`src/osf_pkg.sv`:
```
// Constants, types and decoding shared by the start-up sequencer
package osf_pkg;
    // Command codes of the sequencing registers
    localparam logic [7:0] CODE_PG_ON = 8'h5e;
    localparam logic [7:0] CODE_PG_OFF = 8'h5f;
    localparam logic [7:0] CODE_DELAY = 8'h60;
    localparam logic [7:0] CODE_RISE = 8'h61;
    localparam logic [7:0] CODE_LIMIT = 8'h62;
    localparam logic [7:0] CODE_ACTION = 8'h63;
    localparam int NUM_REGS = 6;
    localparam logic [15:0] REG_RESET = 16'h0000;

    // Millisecond tick derived from the 8 ns system clock
    localparam int CLK_PERIOD_NS = 8;
    localparam int TICK_PERIOD_NS = 1000000;
    localparam int TICK_CYCLES = TICK_PERIOD_NS / CLK_PERIOD_NS;

    // Fields of the fault action byte
    localparam int RESP_HI = 7;
    localparam int RESP_LO = 6;
    localparam int RETRY_HI = 5;
    localparam int RETRY_LO = 3;
    localparam int UNITS_HI = 2;
    localparam int UNITS_LO = 0;
    localparam logic [1:0] RESP_IGNORE = 2'h0;
    localparam logic [1:0] RESP_CONTINUE = 2'h1;
    localparam logic [1:0] RESP_DISABLE = 2'h2;
    localparam logic [1:0] RESP_LATCH = 2'h3;
    localparam logic [2:0] RETRY_NONE = 3'h0;
    localparam logic [2:0] RETRY_FOREVER = 3'h7;

    typedef enum logic [7:0] {
        ST_OFF = 8'h01,
        ST_DELAY = 8'h02,
        ST_RAMP = 8'h04,
        ST_SETTLE = 8'h08,
        ST_ON = 8'h10,
        ST_FAULT_RUN = 8'h20,
        ST_WAIT_RETRY = 8'h40,
        ST_LATCHED = 8'h80
    } osf_state_type;

    // Decoded timing settings, held in milliseconds, and the fault action byte
    typedef struct packed {
        logic [15:0] delay_ms;
        logic [15:0] rise_ms;
        logic [15:0] limit_ms;
        logic [7:0] action;
    } osf_cfg_type;

    // Linear word to whole milliseconds; negatives give zero, overflow saturates
    function automatic logic [15:0] osf_linear_to_ms(input logic [15:0] word);
        logic [4:0] expo;
        logic [31:0] wide;
        expo = word[15:11];
        wide = {21'h000000, word[10:0]};
        if (word[10]) begin
            return 16'h0000;
        end
        if (!expo[4]) begin
            wide = wide << expo[3:0];
        end else begin
            wide = wide >> (5'h00 - expo);
        end
        return (wide[31:16] != 16'h0000) ? 16'hffff : wide[15:0];
    endfunction
endpackage

```
`src/osf_sequencer.sv`:
```
// Turn-on sequencing, power-good and start-up timeout fault response
`timescale 1ns/1ns
`default_nettype none
module osf_sequencer
    import osf_pkg::*;
#(
    parameter int TICK_LEN = TICK_CYCLES
) (
    // Clock and reset
    input wire logic clk_sys,
    input wire logic arst_n,
    // Decoded command port from the management bus
    input wire logic wr_en,
    input wire logic rd_en,
    input wire logic [7:0] cmd_code,
    input wire logic [15:0] wr_data,
    output logic [15:0] rd_data,
    output logic rd_valid,
    // Control pin and fault housekeeping
    input wire logic enable_pin,
    input wire logic clear_fault,
    input wire logic other_fault_off,
    input wire logic [7:0] vout_fault_unit_ms,
    input wire logic pg_pin_enable,
    // Output voltage measurement and undervoltage limit
    input wire logic [15:0] vout_level,
    input wire logic [15:0] uv_fault_level,
    // Outputs to the power stage and status
    output logic out_enable,
    output logic ramp_active,
    output logic power_good,
    output logic power_good_pin,
    output logic pg_status,
    output logic start_fault,
    output logic [2:0] retry_count,
    output osf_state_type seq_state
);
    logic [15:0] raw [NUM_REGS];
    logic [15:0] next_raw [NUM_REGS];
    osf_cfg_type cfg, next_cfg;
    logic [15:0] next_rd_data;
    logic next_rd_valid;
    logic [31:0] tick_cnt, next_tick_cnt;
    logic ms_tick;
    logic en_meta, en_sync;
    osf_state_type state, next_state;
    logic [23:0] cnt, next_cnt;
    logic [15:0] tmo, next_tmo;
    logic [2:0] tries, next_tries;
    logic fault, next_fault;
    logic pg, next_pg, pg_st, next_pg_st;
    logic reached, timeout_hit, clr_any, retry_left;
    logic [1:0] resp;
    logic [2:0] retry_set;
    logic [23:0] fault_wait;
    logic [7:0] wr_idx, rd_idx;
    assign wr_idx = cmd_code - CODE_PG_ON;
    assign rd_idx = cmd_code - CODE_PG_ON;
    // Register writes; timings decoded once here, not in the sequencer path
    always_comb begin
        next_raw = raw;
        next_cfg = cfg;
        if (wr_en && cmd_code >= CODE_PG_ON && cmd_code <= CODE_ACTION) begin
            next_raw[wr_idx[2:0]] = (cmd_code == CODE_ACTION) ? {8'h00, wr_data[7:0]} : wr_data;
            unique case (cmd_code)
                CODE_DELAY: next_cfg.delay_ms = osf_linear_to_ms(wr_data);
                CODE_RISE: next_cfg.rise_ms = osf_linear_to_ms(wr_data);
                CODE_LIMIT: next_cfg.limit_ms = osf_linear_to_ms(wr_data);
                CODE_ACTION: next_cfg.action = wr_data[7:0];
                default: next_cfg = cfg;
            endcase
        end
        next_rd_valid = rd_en;
        next_rd_data = rd_data;
        if (rd_en) begin
            // Unknown codes read as zero
            next_rd_data = (rd_idx < 8'(NUM_REGS)) ? raw[rd_idx[2:0]] : 16'h0000;
        end
    end

    always_ff @(posedge clk_sys or negedge arst_n) begin
        if (!arst_n) begin
            raw <= '{default: REG_RESET};
            cfg <= '0;
            rd_data <= 16'h0000;
            rd_valid <= 1'b0;
        end else begin
            raw <= next_raw;
            cfg <= next_cfg;
            rd_data <= next_rd_data;
            rd_valid <= next_rd_valid;
        end
    end

    // Common millisecond tick
    always_comb begin
        next_tick_cnt = (tick_cnt >= 32'(TICK_LEN - 1)) ? 32'h00000000 : tick_cnt + 32'h1;
    end
    assign ms_tick = (tick_cnt == 32'(TICK_LEN - 1));
    // Tick counter; control pin crosses in through two flops
    always_ff @(posedge clk_sys or negedge arst_n) begin
        if (!arst_n) begin
            tick_cnt <= 32'h00000000;
            en_meta <= 1'b0;
            en_sync <= 1'b0;
        end else begin
            tick_cnt <= next_tick_cnt;
            en_meta <= enable_pin;
            en_sync <= en_meta;
        end
    end
    assign resp = cfg.action[RESP_HI:RESP_LO];
    assign retry_set = cfg.action[RETRY_HI:RETRY_LO];
    // Fault wait uses the output voltage fault unit
    assign fault_wait = 24'(vout_fault_unit_ms) << cfg.action[UNITS_HI:UNITS_LO];
    assign reached = (vout_level >= uv_fault_level);
    assign timeout_hit = (state == ST_RAMP || state == ST_SETTLE) && cfg.limit_ms != 16'h0000
        && tmo >= cfg.limit_ms && !reached;
    assign retry_left = (retry_set == RETRY_FOREVER) || (tries < retry_set);
    assign clr_any = clear_fault || !en_sync;
    // Sequencer next state
    always_comb begin
        next_state = state;
        next_cnt = (ms_tick && cnt != 24'h000000) ? cnt - 24'h1 : cnt;
        next_tmo = (ms_tick && tmo != 16'hffff) ? tmo + 16'h1 : tmo;
        next_tries = tries;
        // Set wins over a clear in the same cycle
        next_fault = (fault && !clr_any) || timeout_hit;
        unique case (state)
            ST_OFF: begin
                if (en_sync) begin
                    next_state = ST_DELAY;
                    next_cnt = 24'(cfg.delay_ms);
                end
            end
            ST_DELAY: begin
                if (cnt == 24'h000000) begin
                    next_state = ST_RAMP;
                    next_cnt = 24'(cfg.rise_ms);
                    next_tmo = 16'h0000;
                end
            end
            ST_RAMP, ST_SETTLE: begin
                if (timeout_hit) begin
                    unique case (resp)
                        RESP_IGNORE: next_state = ST_ON;
                        RESP_CONTINUE: begin
                            next_state = ST_FAULT_RUN;
                            next_cnt = fault_wait;
                        end
                        RESP_DISABLE: begin
                            next_state = retry_left ? ST_WAIT_RETRY : ST_LATCHED;
                            next_cnt = fault_wait;
                        end
                        RESP_LATCH: next_state = ST_LATCHED;
                    endcase
                end else if (state == ST_RAMP && cnt == 24'h000000) begin
                    next_state = ST_SETTLE;
                end else if (state == ST_SETTLE && reached) begin
                    next_state = ST_ON;
                end
            end
            ST_ON: next_state = ST_ON;
            ST_FAULT_RUN: begin
                if (cnt == 24'h000000) begin
                    if (reached) begin
                        next_state = ST_ON;
                    end else begin
                        next_state = retry_left ? ST_WAIT_RETRY : ST_LATCHED;
                        next_cnt = fault_wait;
                    end
                end
            end
            ST_WAIT_RETRY: begin
                if (cnt == 24'h000000) begin
                    next_state = ST_DELAY;
                    next_cnt = 24'(cfg.delay_ms);
                    next_tries = (tries == 3'h7) ? tries : tries + 3'h1;
                end
            end
            ST_LATCHED: begin
                if (clear_fault) begin
                    next_state = ST_OFF;
                end
            end
        endcase
        // Off command wins; another fault stops even endless retry
        if (!en_sync) begin
            next_state = ST_OFF;
        end else if (other_fault_off) begin
            next_state = ST_LATCHED;
        end
        if (clr_any) begin
            next_tries = 3'h0;
        end
    end
    // Power-good with hysteresis between the two thresholds
    always_comb begin
        next_pg = pg;
        next_pg_st = pg_st && !clear_fault;
        if (!out_enable) begin
            next_pg = 1'b0;
        end else if (!pg && vout_level >= raw[0]) begin
            next_pg = 1'b1;
        end else if (pg && vout_level < raw[1]) begin
            next_pg = 1'b0;
        end
        if (out_enable && vout_level < raw[1]) begin
            next_pg_st = 1'b1;
        end
    end
    always_ff @(posedge clk_sys or negedge arst_n) begin
        if (!arst_n) begin
            state <= ST_OFF;
            cnt <= 24'h000000;
            tmo <= 16'h0000;
            tries <= 3'h0;
            fault <= 1'b0;
            pg <= 1'b0;
            pg_st <= 1'b0;
            out_enable <= 1'b0;
            ramp_active <= 1'b0;
            power_good_pin <= 1'b0;
        end else begin
            state <= next_state;
            cnt <= next_cnt;
            tmo <= next_tmo;
            tries <= next_tries;
            fault <= next_fault;
            pg <= next_pg;
            pg_st <= next_pg_st;
            // Output is live from ramp start until a disabling state
            out_enable <= (next_state == ST_RAMP || next_state == ST_SETTLE
                || next_state == ST_ON || next_state == ST_FAULT_RUN);
            ramp_active <= (next_state == ST_RAMP);
            power_good_pin <= next_pg && pg_pin_enable;
        end
    end
    assign power_good = pg;
    assign pg_status = pg_st;
    assign start_fault = fault;
    assign retry_count = tries;
    assign seq_state = state;
endmodule
`default_nettype wire

```
`config.mk`:
```
export PLATFORM = sky130hd
export DESIGN_NAME = osf_sequencer
export DESIGN_NICKNAME = d
export VERILOG_FILES = /design/src/osf_pkg.sv /design/src/osf_sequencer.sv
export SDC_FILE = /design/constraint.sdc
export NUM_CORES = 1
export LEC_CHECK = 0
export BUFFER_PORTS_ARGS = -buffer_cell sky130_fd_sc_hd__buf_4
export CELL_PAD_IN_SITES_DETAIL_PLACEMENT = 1
export CELL_PAD_IN_SITES_GLOBAL_PLACEMENT = 2
export CORE_ASPECT_RATIO = 1.1
export CORE_MARGIN = 2
export CORE_UTILIZATION = 43
export CTS_CLUSTER_SIZE = 16
export DETAILED_ROUTE_END_ITERATION = 12
export PLACE_DENSITY_LB_ADDON = 0.1
export SKIP_LAST_GASP = 1
export SYNTH_ARGS = -nofsm -noshare
export SYNTH_HDL_FRONTEND = slang
export SYNTH_SLANG_ARGS = --single-unit
```
`constraint.sdc`:
```
create_clock -name clk_sys -period 4.8 [get_ports clk_sys]
set_input_delay 0.48 -clock clk_sys [delete_from_list [all_inputs] [get_ports clk_sys]]
set_output_delay 0.48 -clock clk_sys [all_outputs]
set_load 0.05 [all_outputs]
```
==> impl_metrics.env, run 1 <==
export IMPL_status="complete, no violations"
export IMPL_synth_cell_types=83
export IMPL_h_tree_depth=1
export IMPL_grt_max_degree=107
export IMPL_drc=0
export IMPL_rsz0062_at_grt="no"
export IMPL_rows=71
export IMPL_wl_per_cell_um=21.46
export IMPL_finalClockSkew_ns=0.02068
export IMPL_stdcell_count=2064
export IMPL_cts_buffers=31
export IMPL_dp_hpwl_um=32230
export IMPL_clock_sinks=260
export IMPL_power_density_nw_per_um2=304.5
export IMPL_area_delta_synth_final_pct=14.79
export IMPL_fp_coreArea_sq_um=34290
export IMPL_async_reset_ff_share_pct=100.0
export IMPL_fin_crit_ns=3.258
export IMPL_grt_pass1_wl_um=70210
export IMPL_setup_viol_count_final=0
export IMPL_synth_edf_count=0
export IMPL_grt_usage_pct=24.65
export IMPL_required_ns=5.28
export IMPL_synth_seq_cells=260
export IMPL_syn_area_sq_um=14980
export IMPL_num_vias=11734
export IMPL_critPathSlowestCell="a2111oi_0"
export IMPL_tritoncts="yes"
export IMPL_placed_area_sq_um=16170
export IMPL_ir_drop_uv=245.8
export IMPL_antenna_found_initial=1
export IMPL_syn_area_per_cell_sq_um=9.896
export IMPL_clk_pin_slew_ns=0.06
export IMPL_ioPinCount=106
export IMPL_yosysWarnings=0
export IMPL_start_kind="input pin"
export IMPL_grt_pass1_vias=12594
export IMPL_fill_cells=3864
export IMPL_dieArea_sq_um=36360
export IMPL_post_drt_via_cell_ratio=5.685
export IMPL_slew_headroom_pct=28.36
export IMPL_clock_fmax_mhz=307.0
export IMPL_gr_total_overflow=0
export IMPL_drt_iter0_markers=484
export IMPL_hold_viol_final=0
export IMPL_ys_seq_area_share_pct=43.43
export IMPL_period_share_pct=67.87
export IMPL_port_buffers=105
export IMPL_critPathKind="in -> reg"
export IMPL_report_final_slew_viol_count=0
export IMPL_fin_tns_setup_ns=0
export IMPL_layout_nets=1755
export IMPL_clockRootBuffer="clkbuf_16"
export IMPL_tightest_slew_ns=1.072
export IMPL_post_place_ws_ns=0.8990
export IMPL_cts_setup_buffers=0
export IMPL_clk_latency_ns=0.60
export IMPL_drt_first_pass_iters=4
export IMPL_stdcell_area_sq_um=17200
export IMPL_r2r_setup_slack_ns=1.59
export IMPL_synth_cells=1514
export IMPL_crit_chain="buf_4, inv_1, ha_1, nand2b_1, a2111oi_0, nor3_1, nor3_1, a21oi_2, a211oi_4, buf_4, a21oi_1, a311o_1"
export IMPL_crit_fanout=17
export IMPL_place_congestion=0.8038
export IMPL_cp_end_kind="register"
export IMPL_drive_gt1_share_pct=19.69
export IMPL_worst_slack_ns=1.542
export IMPL_max_cap_viol_count=0
export IMPL_dp_cells=2007
export IMPL_ant_nets=0
export IMPL_leakagePower_nw=7.888
export IMPL_synth_main_ff_cell="dfrtp_1"
export IMPL_initial_utilization_pct=43.69
export IMPL_cts_buffer_depth=3
export IMPL_die_w_um=182.0
export IMPL_cp_slowest_stage_delay_ns=0.66
export IMPL_die_height_um=199.8
export IMPL_hold_class="in -> reg"
export IMPL_critPathArrivalTime_ns=3.73
export IMPL_wl_um=44300
-- critical path: cells and delay by family --
kind	cells	cell delay, ns
compound gates	5	1.59
simple gates	3	0.97
buf+inv	3	0.47
fa+ha+maj	1	0.23
-- cells in the mapped netlist, types with 6 or more instances --
| cell | count | share of area (%) |
|---|---|---|
| nor3_1 | 27 | 0.90 |
| a21oi_1 | 50 | 1.7 |
| a211oi_1 | 8 | 0.40 |
| and2_1 | 6 | 0.25 |
| and3_1 | 7 | 0.29 |
| nor2b_1 | 12 | 0.50 |
| o211ai_1 | 10 | 0.50 |
| nand4_1 | 18 | 0.75 |
| xor2_1 | 29 | 1.7 |
| nor2_1 | 101 | 2.5 |
| o31ai_1 | 8 | 0.40 |
| xnor2_1 | 25 | 1.5 |
| or4_1 | 6 | 0.30 |
| o22ai_1 | 20 | 0.84 |
| dfrtp_1 | 259 | 43 |
| inv_1 | 109 | 2.7 |
| a22o_1 | 6 | 0.35 |
| buf_2 | 7 | 0.23 |
| clkbuf_1 | 56 | 1.4 |
| mux2_2 | 103 | 7.7 |
| mux2i_1 | 25 | 1.7 |
| nor4_1 | 15 | 0.63 |
| a211o_1 | 6 | 0.35 |
| nand2b_1 | 13 | 0.54 |
| nand2_1 | 170 | 4.3 |
| and4_1 | 7 | 0.41 |
| ha_1 | 79 | 6.6 |
| mux4_2 | 21 | 3.2 |
| buf_1 | 9 | 0.23 |
| or3_1 | 11 | 0.46 |
| a22oi_1 | 26 | 1.3 |
| a31oi_1 | 11 | 0.46 |
| or2_2 | 8 | 0.33 |
| o21ai_0 | 111 | 3.7 |
| nand3_1 | 22 | 0.73 |
| a21o_1 | 21 | 1.1 |
| o21a_1 | 6 | 0.30 |
-- per-stage QoR --
| step | util, % | total power [mW] | hold slack [ns] |
|---|---|---|---|
| 2_1_floorplan | - | 2.687 | 0.1844 |
| 3_3_place_gp | 47.15 | 2.935 | 0.3331 |
| 3_5_place_dp | 47.15 | 2.948 | 0.3434 |
| 4_1_cts | 50.15 | 5.298 | 0.07053 |
| 5_1_grt | 50.16 | 5.454 | 0.07650 |
| 6_report | 50.16 | 5.237 | 0.09301 |
-- where the power goes --
group	switching [mW]	internal, mW
clock	0.973	1.36
combinational	0.380	0.236
sequential	0.0441	2.25
total	1.40	3.84
-- state kept, by name, indices dropped and copies added, names as in the netlist, 3 cells and up --
signal       cells
cfg             56
cnt             24
raw             96
rd_data         16
retry_count      3
seq_state        8
tick_cnt        32
tmo             16
-- cells by family after synthesis --
group	synth area share (%)
xor gates and xnor gates	3.157
AOI/OAI and AO/OA	14.44
DFF	43.43
adders and majority gates	6.597
buffers and inverters	4.868
muxes	12.57
and+or+nand+nor	14.91
other	0.02503
-- per-layer routing --
metal | global-route usage, % | vias up | wire length [um]
li1 | - | 5571 | -
met1 | 29.67 | 5939 | 18440
met2 | 45.98 | 155 | 23200
met3 | 2.993 | 69 | 1379
met4 | 8.124 | 0 | 1287
met5 | 0 | - | 0
-- cells in the final DEF, fill, tap and decap left out, types with 7 or more instances in the layout --
cell type  synthesis  final
dfrtp_1          259    259
nand2_1          170    170
buf_4              3    115
o21ai_0          111    111
inv_1            109    109
mux2_2           103    103
nor2_1           101    101
ha_1              79     79
a21oi_1           50     50
clkbuf_16          0     31
xor2_1            29     29
nor3_1            27     27
a22oi_1           26     26
xnor2_1           25     25
mux2i_1           25     25
nand3_1           22     22
a21o_1            21     21
mux4_2            21     21
o22ai_1           20     20
nand4_1           18     18
nor4_1            15     15
conb_1             1     15
nand2b_1          13     13
nor2b_1           12     12
a31oi_1           11     11
or3_1             11     11
o211ai_1          10     10
or2_2              8      8
o31ai_1            8      8
a211oi_1           8      8
clkinv_2           0      8
clkbuf_8           0      8
and3_1             7      7
and4_1             7      7
-- what timing repair did --
| action | CTS | global route |
|---|---|---|
| endpoints found under the hold margin | 47 | 0 |
| endpoints found under the setup margin | 0 | 0 |
| gates resized for setup | 0 | 0 |
| hold buffers | 2 | 0 |
-- final cells by class --
type | count | area, sq um | share of cell area [%]
inverter | 111 | 416.7 | 2.423
multi-input combinational | 1081 | 7799 | 45.34
clock buffer | 41 | 893.4 | 5.194
antenna | 1 | 2.502 | 0.01455
tap | 438 | 548.0 | 3.186
timing repair buffer | 119 | 918.4 | 5.340
clock inverter | 13 | 113.9 | 0.6620
sequential | 260 | 6507 | 37.84
-- path summary, 6_finish.rpt --
path / start / to / cells after the start
worst max register to register: cnt[14] / cnt[4] / 7
min in group asynchronous: arst_n / tick_cnt[4] / 2
worst max-delay path: vout_level[0] / cnt[11] / 12
worst min-delay path: other_fault_off / seq_state[0] / 2
max in group asynchronous: arst_n / raw[44] / 3
worst min register to register: en_meta / en_sync / 0
Power figures use the tool's default switching activity.
==> inputs of run 2 (changes only) <==
--- a/config.mk
+++ b/config.mk
@@ -5,12 +5,13 @@
 export SDC_FILE = /design/constraint.sdc
 export NUM_CORES = 1
 export LEC_CHECK = 0
+export ABC_AREA = 1
 export BUFFER_PORTS_ARGS = -buffer_cell sky130_fd_sc_hd__buf_4
 export CELL_PAD_IN_SITES_DETAIL_PLACEMENT = 1
 export CELL_PAD_IN_SITES_GLOBAL_PLACEMENT = 2
 export CORE_ASPECT_RATIO = 1.1
 export CORE_MARGIN = 2
-export CORE_UTILIZATION = 43
+export CORE_UTILIZATION = 33
 export CTS_CLUSTER_SIZE = 16
 export DETAILED_ROUTE_END_ITERATION = 12
 export PLACE_DENSITY_LB_ADDON = 0.1
==> constraint.sdc (replaced) <==
create_clock -name clk_sys -period 2.96 [get_ports clk_sys]
set_input_delay 0.296 -clock clk_sys [delete_from_list [all_inputs] [get_ports clk_sys]]
set_output_delay 0.296 -clock clk_sys [all_outputs]
set_load 0.05 [all_outputs]
==> run 2 against run 1 <==
Sequential power grew 81%. Register-to-register slack lost 1.3 ns. Non-clock buffer count grew 54. Core utilization shrank 10 points. Final cell count grew 43%. Synthesized cell count grew 41%. Via count grew 26%. Wire length grew 26%. Critical path depth grew 4. Largest cell class unchanged. Largest power group unchanged.
==> impl_metrics.env, run 2 <==
export IMPL_status="complete, no violations"
export IMPL_fin_crit_ns=2.661
export IMPL_hold_class="in -> reg"
export IMPL_drt_first_pass_iters=5
export IMPL_num_vias=14808
export IMPL_h_tree_depth=2
export IMPL_clk_pin_slew_ns=0.06
export IMPL_cp_slowest_stage_delay_ns=0.37
export IMPL_synth_main_ff_cell="dfrtp_1"
export IMPL_p_switching_mw=3.117
export IMPL_fin_tns_setup_ns=0
export IMPL_dp_hpwl_um=43550
export IMPL_rr_worst_depth=16
export IMPL_swShare_pct=30.01
export IMPL_period_share_pct=89.89
export IMPL_critPathKind="reg -> reg"
export IMPL_post_drt_via_cell_ratio=5.008
export IMPL_synth_top_cell_by_area="dfrtp_1"
export IMPL_fill_cells=5875
export IMPL_critPathArrivalTime_ns=3.07
export IMPL_dieArea_sq_um=50150
export IMPL_synth_most_common_cell="nand2_1"
export IMPL_r2r_end="out_enable"
export IMPL_combPwrFrac_pct=18.0
export IMPL_netlist_top_cells_count="490 x nand2_1, 285 x inv_1, 259 x dfrtp_1, 200 x o21ai_0, 192 x nor2_1"
export IMPL_seqPwrFrac_pct=39.9
export IMPL_drc=0
export IMPL_ir_drop_uv=365.8
export IMPL_syn_area_per_cell_sq_um=7.490
export IMPL_layout_commonest_cell="nand2_1"
export IMPL_ant_nets=0
export IMPL_port_buffers=105
export IMPL_stdcell_count=2957
export IMPL_crit_chain="inv_1, ha_1, nand3_1, nor3_1, nand3_1, buf_12, inv_2, nand4_1, nor2_1, nor2_1, nand2_1, nand2_1, nand2_1, nor2_1, nand2_1, nand3_1"
export IMPL_clock_sinks=260
export IMPL_power_density_nw_per_um2=543.4
export IMPL_power_total_mw=10.39
export IMPL_r2r_start="cnt[0]"
export IMPL_layout_nets=2437
export IMPL_intPower_mw=7.271
export IMPL_largest_reg_flops=96
export IMPL_die_height_um=234.7
export IMPL_cp_depth=16
export IMPL_grt_max_degree=87
export IMPL_drt_iter0_markers=783
export IMPL_synth_cell_types=70
export IMPL_area_delta_synth_final_pct=19.77
export IMPL_cts_setup_buffers=0
export IMPL_clk_latency_ns=0.55
export IMPL_hold_viol_final=0
export IMPL_place_congestion=0.8704
export IMPL_dp_cells=2885
export IMPL_report_final_slew_viol_count=0
export IMPL_initial_utilization_pct=33.38
export IMPL_gr_total_overflow=0
export IMPL_rsz0062_at_grt="yes"
export IMPL_wl_um=55690
export IMPL_die_w_um=213.7
export IMPL_cp_end_kind="register"
export IMPL_cts_buffer_depth=3
export IMPL_rows=84
export IMPL_max_cap_viol_count=0
export IMPL_grt_pass1_vias=15641
export IMPL_ioPinCount=106
export IMPL_syn_area_sq_um=15960
export IMPL_cp_top_family="simple AND/OR/NAND/NOR gates"
export IMPL_clockRootBuffer="clkbuf_16"
export IMPL_synth_cells=2131
export IMPL_start_kind="register"
export IMPL_p_clk_share_pct=42.1
export IMPL_finalClockSkew_ns=0.01941
export IMPL_crit_fanout=21
export IMPL_setup_viol_count_final=0
export IMPL_ys_seq_area_share_pct=40.77
export IMPL_leakagePower_nw=9.426
export IMPL_slew_headroom_pct=47.94
export IMPL_hold_slack_ns=0.02463
export IMPL_clock_fmax_mhz=375.8
export IMPL_critPathBufInv=3
export IMPL_antenna_found_initial=0
export IMPL_layout_common_cells="488 x nand2_1, 285 x inv_1, 259 x dfrtp_1"
export IMPL_r2r_setup_slack_ns=0.30
export IMPL_reg_largest_list="raw x96, cfg x56, tick_cnt x32"
export IMPL_critPathSlowestCell="dfrtp_1"
export IMPL_crit_path_frequent_cell="nand2_1"
export IMPL_endpoint="out_enable"
export IMPL_synth_top_area_share_pct=40.61
export IMPL_grt_pass1_wl_um=88680
export IMPL_tightest_slew_ns=0.7809
export IMPL_synth_seq_cells=260
export IMPL_tritoncts="yes"
export IMPL_netlist_top_cells_area="dfrtp_1 41%, nand2_1 12%, inv_1 6.7%"
export IMPL_diodes=0
export IMPL_cts_buffers=34
export IMPL_async_reset_ff_share_pct=100.0
export IMPL_top_register="raw"
export IMPL_yosysWarnings=0
export IMPL_fp_coreArea_sq_um=47820
export IMPL_startpoint="cnt[0]"
export IMPL_synth_edf_count=0
export IMPL_grt_usage_pct=22.70
export IMPL_wl_per_cell_um=18.83
export IMPL_drive_gt1_share_pct=13.02
export IMPL_required_ns=3.37
## run 2: cell type report
cell class                 instances  area [sq um]  area share (%)
tap                              645         807.0           4.221
timing repair buffer             173          1381           7.226
inverter                         314          1180           6.172
clock inverter                    12         185.2          0.9687
clock buffer                      50         991.0           5.184
multi-input combinational       1503          8065           42.19
sequential                       260          6507           34.04
## run 2: logic make-up (layout without fill, tap and decap cells)
group	Yosys count	in the layout	share of synthesized area, %
simple gates	931	931	25.41
flops	260	260	40.77
mux	5	5	0.3136
fa+ha+maj	79	79	6.193
xor+xnor	30	30	1.646
compound gates	443	443	16.43
other cells	1	15	0.02349
buf+inv	382	549	9.211
## run 2: worst min-delay path by stage
stage                     slack (ns)      end  cells after the start        from
final                           0.02  raw[55]                      3  wr_data[7]
after global routing            0.04  raw[55]                      3  wr_data[7]
after CTS                      0.001  raw[55]                      3  wr_data[7]
after detailed placement        0.35  en_sync                      0     en_meta
after global placement          0.34  en_sync                      0     en_meta
after floorplan               0.0004   cfg[0]                      0      arst_n
## run 2: worst register-to-register path, cell delays in order (launching register included)
cell and delay, ns:
dfrtp_1 0.37, inv_1 0.13, ha_1 0.32, nand3_1 0.21, nor3_1 0.26, nand3_1 0.17, buf_12 0.20, inv_2 0.16
nand4_1 0.16, nor2_1 0.12, nor2_1 0.05, nand2_1 0.11, nand2_1 0.06, nand2_1 0.06, nor2_1 0.04, nand2_1 0.06
nand3_1 0.06
## run 2: through the flow
step / utilization [%] / cell area, sq um / setup WS [ns]
floorplan: - / 16010 / 0.6545
global placement: 37.29 / 17830 / 0.2108
global route: 39.98 / 19120 / -0.01829
CTS: 39.96 / 19110 / 0.2351
finish: 39.98 / 19120 / 0.2992
detailed placement: 37.29 / 17830 / 0.08850
## run 2: per-layer routing
metal / up-vias / global-route usage (%) / wire length, um
met3: 86 / 2.954 / 1511
met5: - / 0 / 0
met4: 0 / 7.660 / 1818
li1: 7299 / - / -
met2: 222 / 39.48 / 28000
met1: 7201 / 28.77 / 24350
## run 2: repair_timing
action / 4_1_cts / 5_1_grt
hold endpoints to repair: 88 / 0
hold buffers: 10 / 0
endpoints found under the setup margin: 0 / 6
gates resized for setup: 0 / 3
## run 2: power by group through the flow
stage	clock, mW	sequential (mW)	combinational, mW
floorplan	0	4.16	1.14
global placement	0	4.18	1.81
detailed placement	0	4.20	1.88
CTS	4.50	4.14	1.90
global route	4.62	4.19	2.13
finish	4.37	4.15	1.87
==> inputs of run 3 (changes only) <==
--- a/config.mk
+++ b/config.mk
@@ -9,12 +9,13 @@
 export BUFFER_PORTS_ARGS = -buffer_cell sky130_fd_sc_hd__buf_4
 export CELL_PAD_IN_SITES_DETAIL_PLACEMENT = 1
 export CELL_PAD_IN_SITES_GLOBAL_PLACEMENT = 2
-export CORE_ASPECT_RATIO = 1.1
+export CORE_ASPECT_RATIO = 0.75
 export CORE_MARGIN = 2
 export CORE_UTILIZATION = 33
 export CTS_CLUSTER_SIZE = 16
 export DETAILED_ROUTE_END_ITERATION = 12
 export PLACE_DENSITY_LB_ADDON = 0.1
+export REMOVE_ABC_BUFFERS = 1
 export SKIP_LAST_GASP = 1
 export SYNTH_ARGS = -nofsm -noshare
 export SYNTH_HDL_FRONTEND = slang
==> run 3 against run 2 <==
Cell area down 0.87%. Die area about the same. Core utilization down 0.14 points. Non-clock buffer count unchanged. Sequential share of layout area up 0.30 points. Critical endpoint is now cnt[2]. Via count up 1.9%. Total power down 4.3%.
==> impl_metrics.env, run 3 (synthesis results as in run 2) <==
export IMPL_die_height_um=194.5
export IMPL_critPathKind="reg -> reg"
export IMPL_cts_setup_buffers=0
export IMPL_antenna_found_initial=2
export IMPL_hold_class="in -> reg"
export IMPL_swShare_pct=31.02
export IMPL_clock_sinks=260
export IMPL_r2r_end="cnt[2]"
export IMPL_top_register="raw"
export IMPL_cp_end_kind="register"
export IMPL_p_clk_share_pct=38.9
export IMPL_ioPinCount=106
export IMPL_start_kind="register"
export IMPL_combPwrFrac_pct=19.0
export IMPL_grt_max_degree=67
export IMPL_p_switching_mw=3.084
export IMPL_critPathSlowestCell="nor4_2"
export IMPL_min_from="wr_data[5]"
export IMPL_wl_um=58180
export IMPL_dp_hpwl_um=45110
export IMPL_stdcell_count=2941
export IMPL_num_vias=15094
export IMPL_report_final_slew_viol_count=0
export IMPL_layout_nets=2433
export IMPL_crit_fanout=12
export IMPL_r2r_start="seq_state[3]"
export IMPL_clk_latency_ns=0.60
export IMPL_ir_drop_uv=356.2
export IMPL_critPathArrivalTime_ns=3.07
export IMPL_ant_nets=0
export IMPL_clockRootBuffer="clkbuf_16"
export IMPL_power_density_nw_per_um2=524.7
export IMPL_crit_chain="inv_1, nand2_1, nor4_2, inv_2, nand3_1, nand2_1, nor2_8, nand2_2, nor2_1, o21bai_1"
export IMPL_tightest_slew_ns=0.7597
export IMPL_h_tree_depth=1
export IMPL_clock_fmax_mhz=380.6
export IMPL_drt_first_pass_iters=5
export IMPL_tritoncts="yes"
export IMPL_fin_crit_ns=2.628
export IMPL_layout_commonest_cell="nand2_1"
export IMPL_fill_cells=5925
export IMPL_period_share_pct=88.77
export IMPL_diodes=0
export IMPL_area_delta_synth_final_pct=18.73
export IMPL_finalClockSkew_ns=0.03496
export IMPL_fp_coreArea_sq_um=47570
export IMPL_largest_reg_flops=96
export IMPL_cp_slowest_stage_delay_ns=0.47
export IMPL_rows=69
export IMPL_cts_buffers=30
export IMPL_max_cap_viol_count=0
export IMPL_clk_pin_slew_ns=0.06
export IMPL_grt_pass1_vias=15538
export IMPL_setup_viol_count_final=0
export IMPL_reg_largest_list="raw x96, cfg x56, tick_cnt x32"
export IMPL_grt_usage_pct=23.37
export IMPL_leakagePower_nw=9.341
export IMPL_dp_cells=2877
export IMPL_drive_gt1_share_pct=12.47
export IMPL_grt_pass1_wl_um=92070
export IMPL_post_drt_via_cell_ratio=5.132
export IMPL_cts_buffer_depth=3
export IMPL_drt_iter0_markers=1130
export IMPL_gr_total_overflow=0
export IMPL_intPower_mw=6.858
export IMPL_rr_worst_depth=10
export IMPL_dieArea_sq_um=50160
export IMPL_place_congestion=0.8778
export IMPL_seqPwrFrac_pct=42.0
export IMPL_drc=0
export IMPL_port_buffers=105
export IMPL_rsz0062_at_grt="no"
export IMPL_initial_utilization_pct=33.55
export IMPL_layout_common_cells="490 x nand2_1, 285 x inv_1, 259 x dfrtp_1"
export IMPL_hold_viol_final=0
export IMPL_cp_top_family="simple AND/OR/NAND/NOR gates"
export IMPL_wl_per_cell_um=19.78
export IMPL_die_w_um=258.0
export IMPL_r2r_setup_slack_ns=0.33
export IMPL_status="complete, no violations"
export IMPL_fin_tns_setup_ns=0
export IMPL_min_path_cells=3
export IMPL_crit_path_frequent_cell="nand2_1"
export IMPL_required_ns=3.40
export IMPL_critPathBufInv=2
export IMPL_slew_headroom_pct=49.30
export IMPL_min_to="raw[53]"
[run 3: changes by cell type in the layout (fill, tap and decap cells not counted), moves of 2 or more]
cell           delta
clkbuf_16         -4
buf_4             -4
nand2_1           +2
dlygate4sd3_1     +2
inv_6             -3
buf_12            +2
clkbuf_8          -5
[run 3: metal layers]
metal | GRT usage [%] | part of all wire, %
met3 | 2.543 | 4.5
met5 | 0 | 0
met1 | 38.27 | 55
met2 | 33.03 | 40
met4 | 3.233 | 1.3
[run 3: how the worst max path moves through the flow]
| stage | slack [ns] | end | cells after the start | startpoint |
|---|---|---|---|---|
| detailed placement | 0.14 | cnt[2] | 20 | vout_level[3] |
| CTS | 0.19 | cnt[11] | 14 | tmo[5] |
| global placement | 0.25 | cnt[2] | 20 | vout_level[3] |
| floorplan | 0.1 | cfg[8] | 7 | cmd_code[1] |
| finish | 0.33 | cnt[2] | 10 | seq_state[3] |
| global route | 0.11 | cnt[2] | 16 | tmo[15] |
[run 3: power by group through the flow]
| stage | Sequential [mW] | Combinational (mW) | Clock [mW] |
|---|---|---|---|
| CTS | 4.17 | 1.90 | 3.97 |
| floorplan | 4.16 | 1.10 | 0 |
| finish | 4.18 | 1.89 | 3.87 |
| global placement | 4.22 | 1.83 | 0 |
| global route | 4.22 | 2.15 | 4.12 |
| detailed placement | 4.24 | 1.87 | 0 |
[run 3: worst min-delay path, stage by stage]
cell and delay, ns:
buf_4 0.15, nand2_1 0.06, o21ai_0 0.06
[run 3: layout make-up]
cell class / instances / area [sq um] / area share (%)
sequential: 260 / 6507 / 34.34
multi-input combinational: 1503 / 8060 / 42.53
tap: 639 / 799.5 / 4.219
inverter: 314 / 1180 / 6.226
timing repair buffer: 173 / 1411 / 7.447
clock inverter: 10 / 166.4 / 0.8781
clock buffer: 42 / 825.8 / 4.358
[run 3: timing repair]
action | 4_1_cts | 5_1_grt
gates resized for setup | 0 | 1
hold buffers | 12 | 0
endpoints found under the hold margin | 72 | 0
endpoints found under the setup margin | 0 | 6
[run 3: metrics by stage]
step | setup WS [ns] | power [mW] | utilization (%) | area [sq um] | hold WS (ns)
4_1_cts | 0.1937 | 10.05 | 39.83 | 18950 | 0.01759
5_1_grt | 0.1108 | 10.49 | 39.84 | 18950 | 0.05539
2_1_floorplan | 0.09769 | 5.265 | - | 15720 | 0.0004090
3_3_place_gp | 0.2451 | 6.052 | 37.49 | 17830 | 0.2902
3_5_place_dp | 0.1365 | 6.109 | 37.49 | 17830 | 0.2970
6_report | 0.3323 | 9.943 | 39.84 | 18950 | 0.04048
